<file path="src/rtl/wdt_pkg.sv">
// Purpose: shared constants for the windowed watchdog with counter readback
// Assumes: byte-wide register port, 20 MHz system clock
// Notes: offsets are register indices on the plain port
package wdt_pkg;
   // ===================================================
   // register offsets
   localparam logic [2:0] OFS_CONTROL_ZERO = 3'h0;
   localparam logic [2:0] OFS_CONTROL_ONE = 3'h1;
   localparam logic [2:0] OFS_PRESCALE_LOW = 3'h2;
   localparam logic [2:0] OFS_PRESCALE_HIGH = 3'h3;
   localparam logic [2:0] OFS_COUNT_STATE = 3'h4;
   localparam logic [2:0] OFS_CLEAR = 3'h5;
   // ===================================================
   // field positions
   localparam int EN_BIT = 0;
   localparam int PERIOD_LSB = 1;
   localparam int WINDOW_LSB = 0;
   localparam int CLKSEL_LSB = 4;
   localparam int ARMED_BIT = 2;
   localparam int COUNT_LSB = 3;
   // ===================================================
   // reset values and codes
   localparam logic [4:0] PERIOD_ALL_ONES = 5'h1F;
   localparam logic [4:0] PERIOD_DEFAULT = 5'h0B;
   localparam logic [2:0] CLKSEL_ALL_ONES = 3'h7;
   localparam logic [2:0] CLKSEL_MFOSC = 3'h1;
   localparam logic [2:0] WINDOW_ALL_ONES = 3'h7;
   localparam logic [7:0] CLEAR_KEY = 8'h5A;
   // ===================================================
   // count clock: 31.25 kHz from 20 MHz
   localparam int SYS_HZ = 20000000;
   localparam int TICK_HZ = 31250;
   localparam int TICK_DIV = SYS_HZ / TICK_HZ;
endpackage : wdt_pkg

</file>
<file path="src/rtl/tick_divider.sv">
// Purpose: one-cycle enable pulse at the watchdog count rate
// Assumes: single clock, synchronous active-high reset
// Notes: pulse only while run is high; restarts from zero when stopped
`timescale 1ns/1ps
module tick_divider #(
   parameter int DIV = 640
) (
   input wire logic clk_sys,
   input wire logic rst,
   input wire logic run,
   output logic tick
);
   initial begin
      if (DIV < 2) $error("tick_divider: DIV must be at least 2");
   end
   logic [15:0] cnt_r;
   // ===================================================
   // divider
   always_ff @(posedge clk_sys) begin
      if (rst || !run) begin
         cnt_r <= 16'h0000;
         tick <= 1'b0;
      end else if (cnt_r == 16'(DIV - 1)) begin
         cnt_r <= 16'h0000;
         tick <= 1'b1;
      end else begin
         cnt_r <= cnt_r + 16'h0001;
         tick <= 1'b0;
      end
   end
endmodule : tick_divider

</file>
<file path="src/rtl/watchdog_counter_readback.sv">
// Purpose: windowed watchdog with software readback of its live counters
// Assumes: byte register port, read data valid one cycle after read strobe
// Notes: configuration codes arrive as static inputs sampled one cycle after reset release
// Notes on behaviour
// - an 18-bit prescale count spans low byte, high byte, timer-value bits 1:0
// - low byte returns prescale bits 7:0, read-only, zero after reset
// - high byte returns prescale bits 15:8, read-only, zero after reset
// - timer-value bits 1:0 return prescale bits 17:16, read-only, zero after reset
// - timer-value bits 6:3 show the watchdog count, read-only, zero after reset
// - timer-value bit 2 is one while armed, zero otherwise
// - timer-value bit 7 always reads zero
// - window select closes the period in eighths; 111 none, 000 leaves one eighth
// - count clock select 001 picks the 31.25 kHz oscillator; others reserved
// - period field resets to 01011 when config code is all ones, else config
`timescale 1ns/1ps
module watchdog_counter_readback
   import wdt_pkg::*;
#(
   parameter int PRESCALE_W = 18,
   parameter int COUNT_W = 4
) (
   input wire logic clk_sys,
   input wire logic rst,
   input wire logic [2:0] addr,
   input wire logic [7:0] wdata,
   input wire logic wr_stb,
   input wire logic rd_stb,
   output logic [7:0] rdata,
   input wire logic [4:0] config_period_code,
   input wire logic [2:0] config_clock_code,
   input wire logic [2:0] config_window_code,
   output logic watchdog_reset,
   output logic window_violation
);
   import wdt_pkg::*;
   initial begin
      if (PRESCALE_W != 18) $error("prescale width must be 18");
      if (COUNT_W != 4) $error("count field must be 4 bits");
   end
   // ===================================================
   // control registers
   logic software_watchdog_enable_r;
   logic [4:0] period_select_r;
   logic [2:0] count_clock_select_r;
   logic [2:0] window_select_r;
   logic period_lock_r, clock_lock_r, window_lock_r;
   logic rst_d_r;
   logic wr_ctl0, wr_ctl1, wr_clear;
   assign wr_ctl0 = wr_stb && addr == OFS_CONTROL_ZERO;
   assign wr_ctl1 = wr_stb && addr == OFS_CONTROL_ONE;
   assign wr_clear = wr_stb && addr == OFS_CLEAR && wdata == CLEAR_KEY;
   // catch configuration one cycle after reset release
   always_ff @(posedge clk_sys) begin
      if (rst) rst_d_r <= 1'b1;
      else rst_d_r <= 1'b0;
   end
   // period field: default when config is all ones, else locked to config
   always_ff @(posedge clk_sys) begin
      if (rst) begin
         period_select_r <= PERIOD_DEFAULT;
         period_lock_r <= 1'b0;
         software_watchdog_enable_r <= 1'b0;
      end else if (rst_d_r) begin
         period_lock_r <= config_period_code != PERIOD_ALL_ONES;
         period_select_r <= (config_period_code == PERIOD_ALL_ONES) ?
            PERIOD_DEFAULT : config_period_code;
      end else if (wr_ctl0) begin
         software_watchdog_enable_r <= wdata[EN_BIT];
         if (!period_lock_r) period_select_r <= wdata[PERIOD_LSB +: 5];
      end
   end
   // clock and window selects, writable only when config leaves them open
   always_ff @(posedge clk_sys) begin
      if (rst) begin
         count_clock_select_r <= 3'h0;
         window_select_r <= WINDOW_ALL_ONES;
         clock_lock_r <= 1'b0;
         window_lock_r <= 1'b0;
      end else if (rst_d_r) begin
         clock_lock_r <= config_clock_code != CLKSEL_ALL_ONES;
         count_clock_select_r <= (config_clock_code == CLKSEL_ALL_ONES) ?
            3'h0 : config_clock_code;
         window_lock_r <= config_window_code != WINDOW_ALL_ONES;
         window_select_r <= config_window_code;
      end else if (wr_ctl1) begin
         if (!clock_lock_r) count_clock_select_r <= wdata[CLKSEL_LSB +: 3];
         if (!window_lock_r) window_select_r <= wdata[WINDOW_LSB +: 3];
      end
   end
   // ===================================================
   // count clock and counters
   logic clk_ok, armed, tick;
   logic [PRESCALE_W-1:0] prescale_count_r;
   logic [COUNT_W-1:0] watchdog_count_value_r;
   logic [PRESCALE_W:0] period_len;
   logic [PRESCALE_W:0] open_point;
   logic timeout, restart;
   assign clk_ok = count_clock_select_r == CLKSEL_MFOSC;
   assign armed = software_watchdog_enable_r && clk_ok;
   // period of 2^(5+sel) ticks, capped at the prescaler width
   assign period_len = (period_select_r > 5'd12) ? (19'h1 << PRESCALE_W) :
      (19'h1 << (period_select_r + 5'd5));
   // closed part is (7 - window)/8 of the period
   assign open_point = 19'((period_len >> 3) * (3'h7 - window_select_r));
   assign timeout = tick && ({1'b0, prescale_count_r} == period_len - 19'h1);
   assign restart = wr_clear || timeout || !armed;
   tick_divider #(
      .DIV(TICK_DIV)
   ) u_tick (
      .clk_sys(clk_sys),
      .rst(rst),
      .run(armed),
      .tick(tick)
   );
   // live prescaler, cleared on clear, timeout or disarm; writes to the prescale offsets never touch it
   always_ff @(posedge clk_sys) begin
      if (rst || restart) prescale_count_r <= '0;
      else if (tick) prescale_count_r <= prescale_count_r + 1'b1;
   end
   // coarse count: steps each eighth of the period
   always_ff @(posedge clk_sys) begin
      if (rst || restart) watchdog_count_value_r <= '0;
      else if (tick && ({1'b0, prescale_count_r} + 19'h1) % (period_len >> 3) == 19'h0)
         watchdog_count_value_r <= watchdog_count_value_r + 1'b1;
   end
   // ===================================================
   // resets out
   always_ff @(posedge clk_sys) begin
      if (rst) begin
         watchdog_reset <= 1'b0;
         window_violation <= 1'b0;
      end else begin
         watchdog_reset <= timeout || (wr_clear && armed &&
            {1'b0, prescale_count_r} < open_point);
         window_violation <= wr_clear && armed &&
            {1'b0, prescale_count_r} < open_point;
      end
   end
   // ===================================================
   // read port
   logic [7:0] rd_mux;
   always_comb begin
      unique case (addr)
         OFS_CONTROL_ZERO: rd_mux = {2'b00, period_select_r, software_watchdog_enable_r};
         OFS_CONTROL_ONE: rd_mux = {1'b0, count_clock_select_r, 1'b0, window_select_r};
         OFS_PRESCALE_LOW: rd_mux = prescale_count_r[7:0];
         OFS_PRESCALE_HIGH: rd_mux = prescale_count_r[15:8];
         OFS_COUNT_STATE: rd_mux = {1'b0, watchdog_count_value_r, armed,
            prescale_count_r[17:16]};
         default: rd_mux = 8'h00;
      endcase
   end
   always_ff @(posedge clk_sys) begin
      if (rst) rdata <= 8'h00;
      else if (rd_stb) rdata <= rd_mux;
      else rdata <= 8'h00;
   end
endmodule : watchdog_counter_readback

</file>
<file path="config.mk">
export PLATFORM = sky130hd
export DESIGN_NAME = watchdog_counter_readback
export DESIGN_NICKNAME = d
export VERILOG_FILES = /design/src/rtl/wdt_pkg.sv /design/src/rtl/tick_divider.sv /design/src/rtl/watchdog_counter_readback.sv
export SDC_FILE = /design/constraint.sdc
export NUM_CORES = 1
export LEC_CHECK = 0
export BUFFER_PORTS_ARGS = -buffer_cell sky130_fd_sc_hd__buf_4
export CORE_MARGIN = 1
export CORE_UTILIZATION = 60
export CTS_BUF_LIST = sky130_fd_sc_hd__clkbuf_16
export DETAILED_ROUTE_END_ITERATION = 16
export GPL_TIMING_DRIVEN = 0
export PLACE_DENSITY = 0.79
export SLEW_MARGIN = 20
export SYNTH_ARGS = -nofsm -noshare
export SYNTH_HDL_FRONTEND = slang
export SYNTH_SLANG_ARGS = --single-unit
</file>
<file path="constraint.sdc">
create_clock -name clk_sys -period 104.9 [get_ports clk_sys]
set_clock_uncertainty 0.2 [all_clocks]
set_input_delay 15.735 -clock clk_sys [delete_from_list [all_inputs] [get_ports clk_sys]]
set_output_delay 15.735 -clock clk_sys [all_outputs]
set_load 0.01 [all_outputs]
</file>
# Word level (Yosys, flattened, before mapping)
# Cells that the tools add are included.
classes:
  eq_ne: 17
  n_bitwise: 2
  n_lt_le_gt_ge: 2
  reduce_logical: 25
  div: 1
  mux: 15
  mul: 1
  n_addsub: 7
  n_shift: 1
op_table:
  columns: ["cell", "n"]
  rows:
  - ["one-hot mux 8 bit (5 select lines)", 1]
  - ["2-to-1 mux 3 bit", 7]
  - ["2-to-1 mux 5 bit", 4]
  - ["adder 18 x 1 -> 19 bit (second input constant)", 1]
  - ["equality test 18 x 19 -> 1 bit", 1]
  - ["zero test 19 bit", 1]
  - ["less-than comparator 18 x 19 -> 1 bit", 1]
  - ["modulo 19 x 16 -> 19 bit", 1]
  - ["multiplier 17 x 4 -> 19 bit", 1]
  - ["2-to-1 mux 19 bit", 1]
  - ["left shift 1 x 5 -> 19 bit (first input constant)", 1]
  - ["subtractor 19 x 1 -> 19 bit (second input constant)", 1]
  - ["adder 18 x 1 -> 18 bit (second input constant)", 1]
  - ["adder 16 x 1 -> 16 bit (second input constant)", 1]
  - ["equality test 16 x 10 -> 1 bit (second input constant)", 1]
  - ["equality test 3 bit (second input constant)", 3]
  - ["logical AND 1 bit", 9]
  - ["equality test 8 x 7 -> 1 bit (second input constant)", 1]
  - ["AND reduction 2 bit", 4]
  - ["equality test 3 x 1 -> 1 bit (second input constant)", 2]
  - ["equality test 3 x 2 -> 1 bit (second input constant)", 2]
  - ["!= test 2 x 1 -> 1 bit (second input constant)", 3]
  - ["!= test 3 bit (second input constant)", 2]
  - ["adder 5 x 3 -> 5 bit (second input constant)", 1]
  - ["other kinds (12)", 20]
totals:
  latch_bits: 0
  wordCells: 86
  memories: 0
  out_inout_bits: 10
  mem_bits_rw: 0
  romBits: 0
  in_bits: 26
  ff_bits: 65

# Logic depth before layout (Yosys ltp)
depth:
  depth_word: 9
  depth_mapped: 168
  ltp_nobuf: 152

# By module
# Synthesis repeated with hierarchy kept, for this count alone.
unflattened:
  hier_cells: 2109
  hier_area_um2: 15488.6
modules_own_cells:
  columns: ["module", "area_each_um2", "cells_each", "instances", "seq_area_each_um2"]
  rows:
  - ["watchdog_counter_readback", 14755.4, 2026, 1, 960.9]
  - ["tick_divider", 733.2, 83, 1, 340.3]

# Least setup slack after synthesis
# Ideal clock, no wire load.
synth_path:
  kind: "reg-to-reg"
  startpoint: "register prescale_count_r[1]"
  endpoint: "register watchdog_count_value_r[3]"
  path_buffers: 18
  required_time_ns: 104.579
  stages_incl_launch_ff: 151
  setup_ns: 0.121
  setup_slack_ns: 70.949
  arrival_ns: 33.629
  period_less_slack_ns: 33.951
  path_cell_list: "dfxtp_1 -> buf_2 -> nand2_1 -> or4_4 -> o21a_1 -> or2_2 -> ha_1 -> o211ai_1 -> a211oi_4 -> nand2_1 -> o31a_1 -> ha_1 -> a21o_1 -> o21ai_0 -> a211o_1 -> nor3_1 -> a21o_1 -> ha_1 -> [115 not listed] -> buf_2 -> buf_1 -> a21oi_1 -> ha_1 -> nor2b_1 -> o31a_1 -> o41ai_1 -> o21ai_0 -> a2111oi_0 -> or3_1 -> o21bai_1 -> a31oi_1 -> o31ai_1 -> xnor2_1 -> nor3_1 -> o2111a_1 -> o2111ai_1 -> mux2_4"
synth_between:
  elab_chain_cells: 5
  elab_cells_between_ends: 9
  cone_classes: "add/sub: 1; div: 1; eq/ne: 1; reduce/logical: 6"
synth_rtl:
  columns: ["item", "line_no", "rtl"]
  rows:
  - ["start: declaration", "watchdog_counter_readback.sv:93", "logic [PRESCALE_W-1:0] prescale_count_r;"]
  - ["start signal: assignment", "watchdog_counter_readback.sv:118", "else if (tick) prescale_count_r <= prescale_count_r + 1'b1;"]
  - ["parallel branches: the longest is 5 deep, another holds adder 18 x 1 -> 19 bit", null, null]
  - ["end signal: assignment", "watchdog_counter_readback.sv:124", "watchdog_count_value_r <= watchdog_count_value_r + 1'b1;"]
  - ["end: declaration", "watchdog_counter_readback.sv:94", "logic [COUNT_W-1:0] watchdog_count_value_r;"]
# Several ways; the timed one is not identified.
# A chain may end at the register's enable or synchronous reset.

# Final worst setup path
layout_path:
  startpoint: "register period_select_r[2]"
  endpoint: "register watchdog_count_value_r[3]"
layout_between:
  elab_chain_cells: 9
  elab_cells_between_ends: 13
  cone_classes: "add/sub: 2; div: 1; order compare: 1; eq/ne: 1; shift: 1; mux: 1; reduce/logical: 6"
layout_rtl:
  columns: ["item", "line_no", "rtl"]
  rows:
  - ["start: declaration", "watchdog_counter_readback.sv:43", "logic [4:0] period_select_r;"]
  - ["start signal: assignment", "watchdog_counter_readback.sv:65", "period_select_r <= (config_period_code == PERIOD_ALL_ONES) ?"]
  - ["start signal: assignment", "watchdog_counter_readback.sv:69", "if (!period_lock_r) period_select_r <= wdata[PERIOD_LSB +: 5];"]
  - ["adder 5 x 3 -> 5 bit", "watchdog_counter_readback.sv:102", "(19'h1 << (period_select_r + 5'd5));"]
  - ["left shift 1 x 5 -> 19 bit", "watchdog_counter_readback.sv:102", null]
  - ["2-to-1 mux 19 bit *", "watchdog_counter_readback.sv:101", "assign period_len = (period_select_r > 5'd12) ? (19'h1 << PRESCALE_W) :"]
  - ["parallel branches: the longest is 6 deep, another holds modulo 19 x 16 -> 19 bit", null, null]
# Mark *: on every way between the ends.

==> summary.txt <==
Outcome
  • Status: finished clean

Critical path
  • Worst r2r dst: watchdog_count_value_r[3]
  • Worst reg2reg startpoint: period_select_r[2]
  • Setup Crit Path Kind: reg -> reg
  • Crit path capture type: flip-flop
  • Reg2Reg Depth: 151
  • Bufs and invs on worst path: 21
  • CP max stage cell: nor3_2
  • Crit-path max cell delay: 760 ps
  • Top delay family on crit path: compound AO/OA/AOI/OAI gates
  • WP data required: 104920 ps
  • CP Launch Type: flip-flop
  • R2r setup slk: 61030 ps
  • CP most frequent cell: ha_1
  • CP Max Fanout: 21
  • Arr. time, crit path: 43890 ps

Floorplan
  • DIE HEIGHT: 166 microns
  • Die Wd: 166 microns
  • Die area: 0.0277 sq mm
  • FP Rows: 59
  • Initial Util: 0.617
  • Core area: 0.0263 sq mm
  • I/O pin cnt: 36

STA
  • Final Worst Setup Slack: 61030 ps
  • Hold Fails Final Rpt: 0
  • Setup_tns: 0 ps
  • FMAX: 22.8 MHz
  • Slew Viols, Final: 0
  • Final setup viols: 0
  • Worst slew pin tran: 1050 ps
  • Period utilization: 0.418
  • Rel. slew slack: 0.285
  • Min Tclk post-route: 43870 ps
  • RSZ-0062 raised after global routing: no

Min path
  • Hold Crit Start: u_tick.cnt_r[0]
  • Worst min path class: reg -> reg
  • WHS Endpoint: u_tick.cnt_r[0]
  • Worst Hold Depth: 1

Clock tree
  • CTS tree: built
  • CTS root buf: clkbuf_16
  • Worst-Skew Late Latency: 330 ps
  • Hold buffer count at CTS: 0
  • Clk slew on worst S/H paths: 60 ps
  • CTS Buf Count: 9
  • CTS resizes: 0
  • CTS H-tree lvls: 3
  • Clock Sinks: 65
  • CTS Buffer Depth: 2
  • Setup bufs post-CTS: 0

Global routing
  • Initial antenna violation count: 0
  • Largest net degree at the start of global routing: 22
  • Vias in the first global route: 16000
  • Total Routing Usage GR: 0.345
  • GRT overflow: 0
  • First-pass GRT wire length: 79300 microns

Detailed routing
  • Drt first pass iters: 7
  • Vias per cell: 6.51
  • DRT iter0 DRCs: 1611
  • WL final: 49000 microns
  • Vias: 17400
  • DRC: 0
  • Wire per inst: 18.3 microns
  • DRT antenna net count: 0

Logic synthesis
  • Post-Synthesis Cells: 2254
  • Sequential fraction of the synthesis area: 0.0802
  • Synth Area per Inst: 7.20 sq um
  • Async set or reset register ratio after synthesis: 0
  • Post-synth EDFFs: 0
  • Synth warnings: 0
  • Yosys cell types: 101
  • Ys flop type: dfxtp_1
  • #FFs+latches synth: 65
  • Mapped cell area: 0.0162 sq mm

Placed design
  • Placement Setup Slack: 62150 ps
  • Post-DP HPWL: 38900 microns
  • GPL Wtd Cong: 0.974
  • Post-Place Cell Area: 0.0171 sq mm
  • PortBufs: 33

Final layout
  • Fillcell total: 2355
  • # diodes: 0
  • Layout cells sized above 1: 0.0789
  • Area added between synthesis and finish: 7.17%
  • Final nets: 2620
  • Final instance area: 0.0174 sq mm

Job
  • Max cap viols: 0
[cells in the final DEF (no fill, tap or decap), types with 39 or more instances in the layout]
cell type,n
conb_1,43
xnor2_1,80
a21oi_1,168
dfxtp_1,65
buf_4,43
nand3_1,60
o21a_1,62
nand2_1,178
nor3_1,83
clkbuf_1,39
inv_1,126
nor2_1,260
o21ai_0,97
a21o_1,48
xor2_1,84
ha_1,239
[stage by stage]
step / hold WS (ps) / utilization / instances
after floorplan: 226 / - / 2295
after global placement: 239 / 0.648 / 2663
after detailed placement: 253 / 0.650 / 2664
after CTS: 269 / 0.661 / 2680
after global routing: 303 / 0.661 / 2680
final: 263 / 0.661 / 2680
[how the worst max path moves through the flow]
stage | startpoint | endpoint | slack, ps | depth (start not counted)
final | period_select_r[2] | watchdog_count_value_r[3] | 61030 | 151
after global routing | period_select_r[2] | watchdog_count_value_r[3] | 58100 | 154
after CTS | period_select_r[2] | watchdog_count_value_r[3] | 62010 | 152
after detailed placement | period_select_r[2] | watchdog_count_value_r[3] | 62150 | 152
after global placement | period_select_r[2] | watchdog_count_value_r[3] | 62320 | 152
after floorplan | prescale_count_r[1] | watchdog_count_value_r[3] | 70950 | 150
[Yosys cell counts, types with 62 or more instances]
| cell | number | share of area |
|---|---|---|
| xor2_1 | 84 | 0.045 |
| o21a_1 | 62 | 0.029 |
| nand3_1 | 64 | 0.020 |
| inv_1 | 126 | 0.029 |
| a21oi_1 | 168 | 0.052 |
| nor2_1 | 260 | 0.060 |
| xnor2_1 | 80 | 0.043 |
| ha_1 | 239 | 0.18 |
| dfxtp_1 | 65 | 0.080 |
| nor3_1 | 83 | 0.026 |
| nand2_1 | 181 | 0.042 |
| o21ai_0 | 97 | 0.030 |
[layer usage]
layer / routed length (microns) / part of all wire / track usage / up-vias
met1: 21200 / 0.43 / 0.449 / 8127
met2: 22200 / 0.45 / 0.583 / 713
met5: 0 / 0 / 0 / -
li1: - / - / - / 8472
met3: 3790 / 0.077 / 0.0371 / 128
met4: 1780 / 0.036 / 0.136 / 0
[worst register-to-register path, delay by kind of cell (launching register included)]
kind,cells,cell delay (ps)
compound gates,73,21130
fa+ha+maj,17,5770
buf+inv,21,6180
flops,1,290
mux,5,1560
simple gates,35,8680
[flip-flops by register name, summed over array words and instances, names as in the netlist]
register / flops
clock_lock_r: 1
count_clock_select_r: 3
period_lock_r: 1
period_select_r: 5
prescale_count_r: 18
rdata: 8
rst_d_r: 1
software_watchdog_enable_r: 1
u_tick.cnt_r: 16
u_tick.tick: 1
watchdog_count_value_r: 4
watchdog_reset: 1
window_lock_r: 1
window_select_r: 3
window_violation: 1
[cell families after synthesis]
| group | synth area share |
|---|---|
| flip-flops | 0.0802 |
| adder cells (fa/ha/maj) | 0.203 |
| other | 0.000463 |
| multiplexers | 0.0474 |
| AND/OR/NAND/NOR | 0.258 |
| XOR/XNOR | 0.0886 |
| buffers and inverters | 0.0501 |
| AO/OA/AOI/OAI | 0.273 |
[final cells by class]
class                           instances  area, sq um  area share
Tap cell                              335          419      0.0241
Clock inverter                          7         73.8     0.00425
Sequential cell                        65         1300      0.0749
Multi-Input combinational cell       2030        14300       0.822
Timing Repair Buffer                   34          259      0.0149
Inverter                              127          477      0.0274
Buffer                                 73          337      0.0194
Clock buffer                            9          225      0.0130
Power is not shown: default switching activity piles up to over one toggle a cycle in this logic, so the estimate is an artifact.
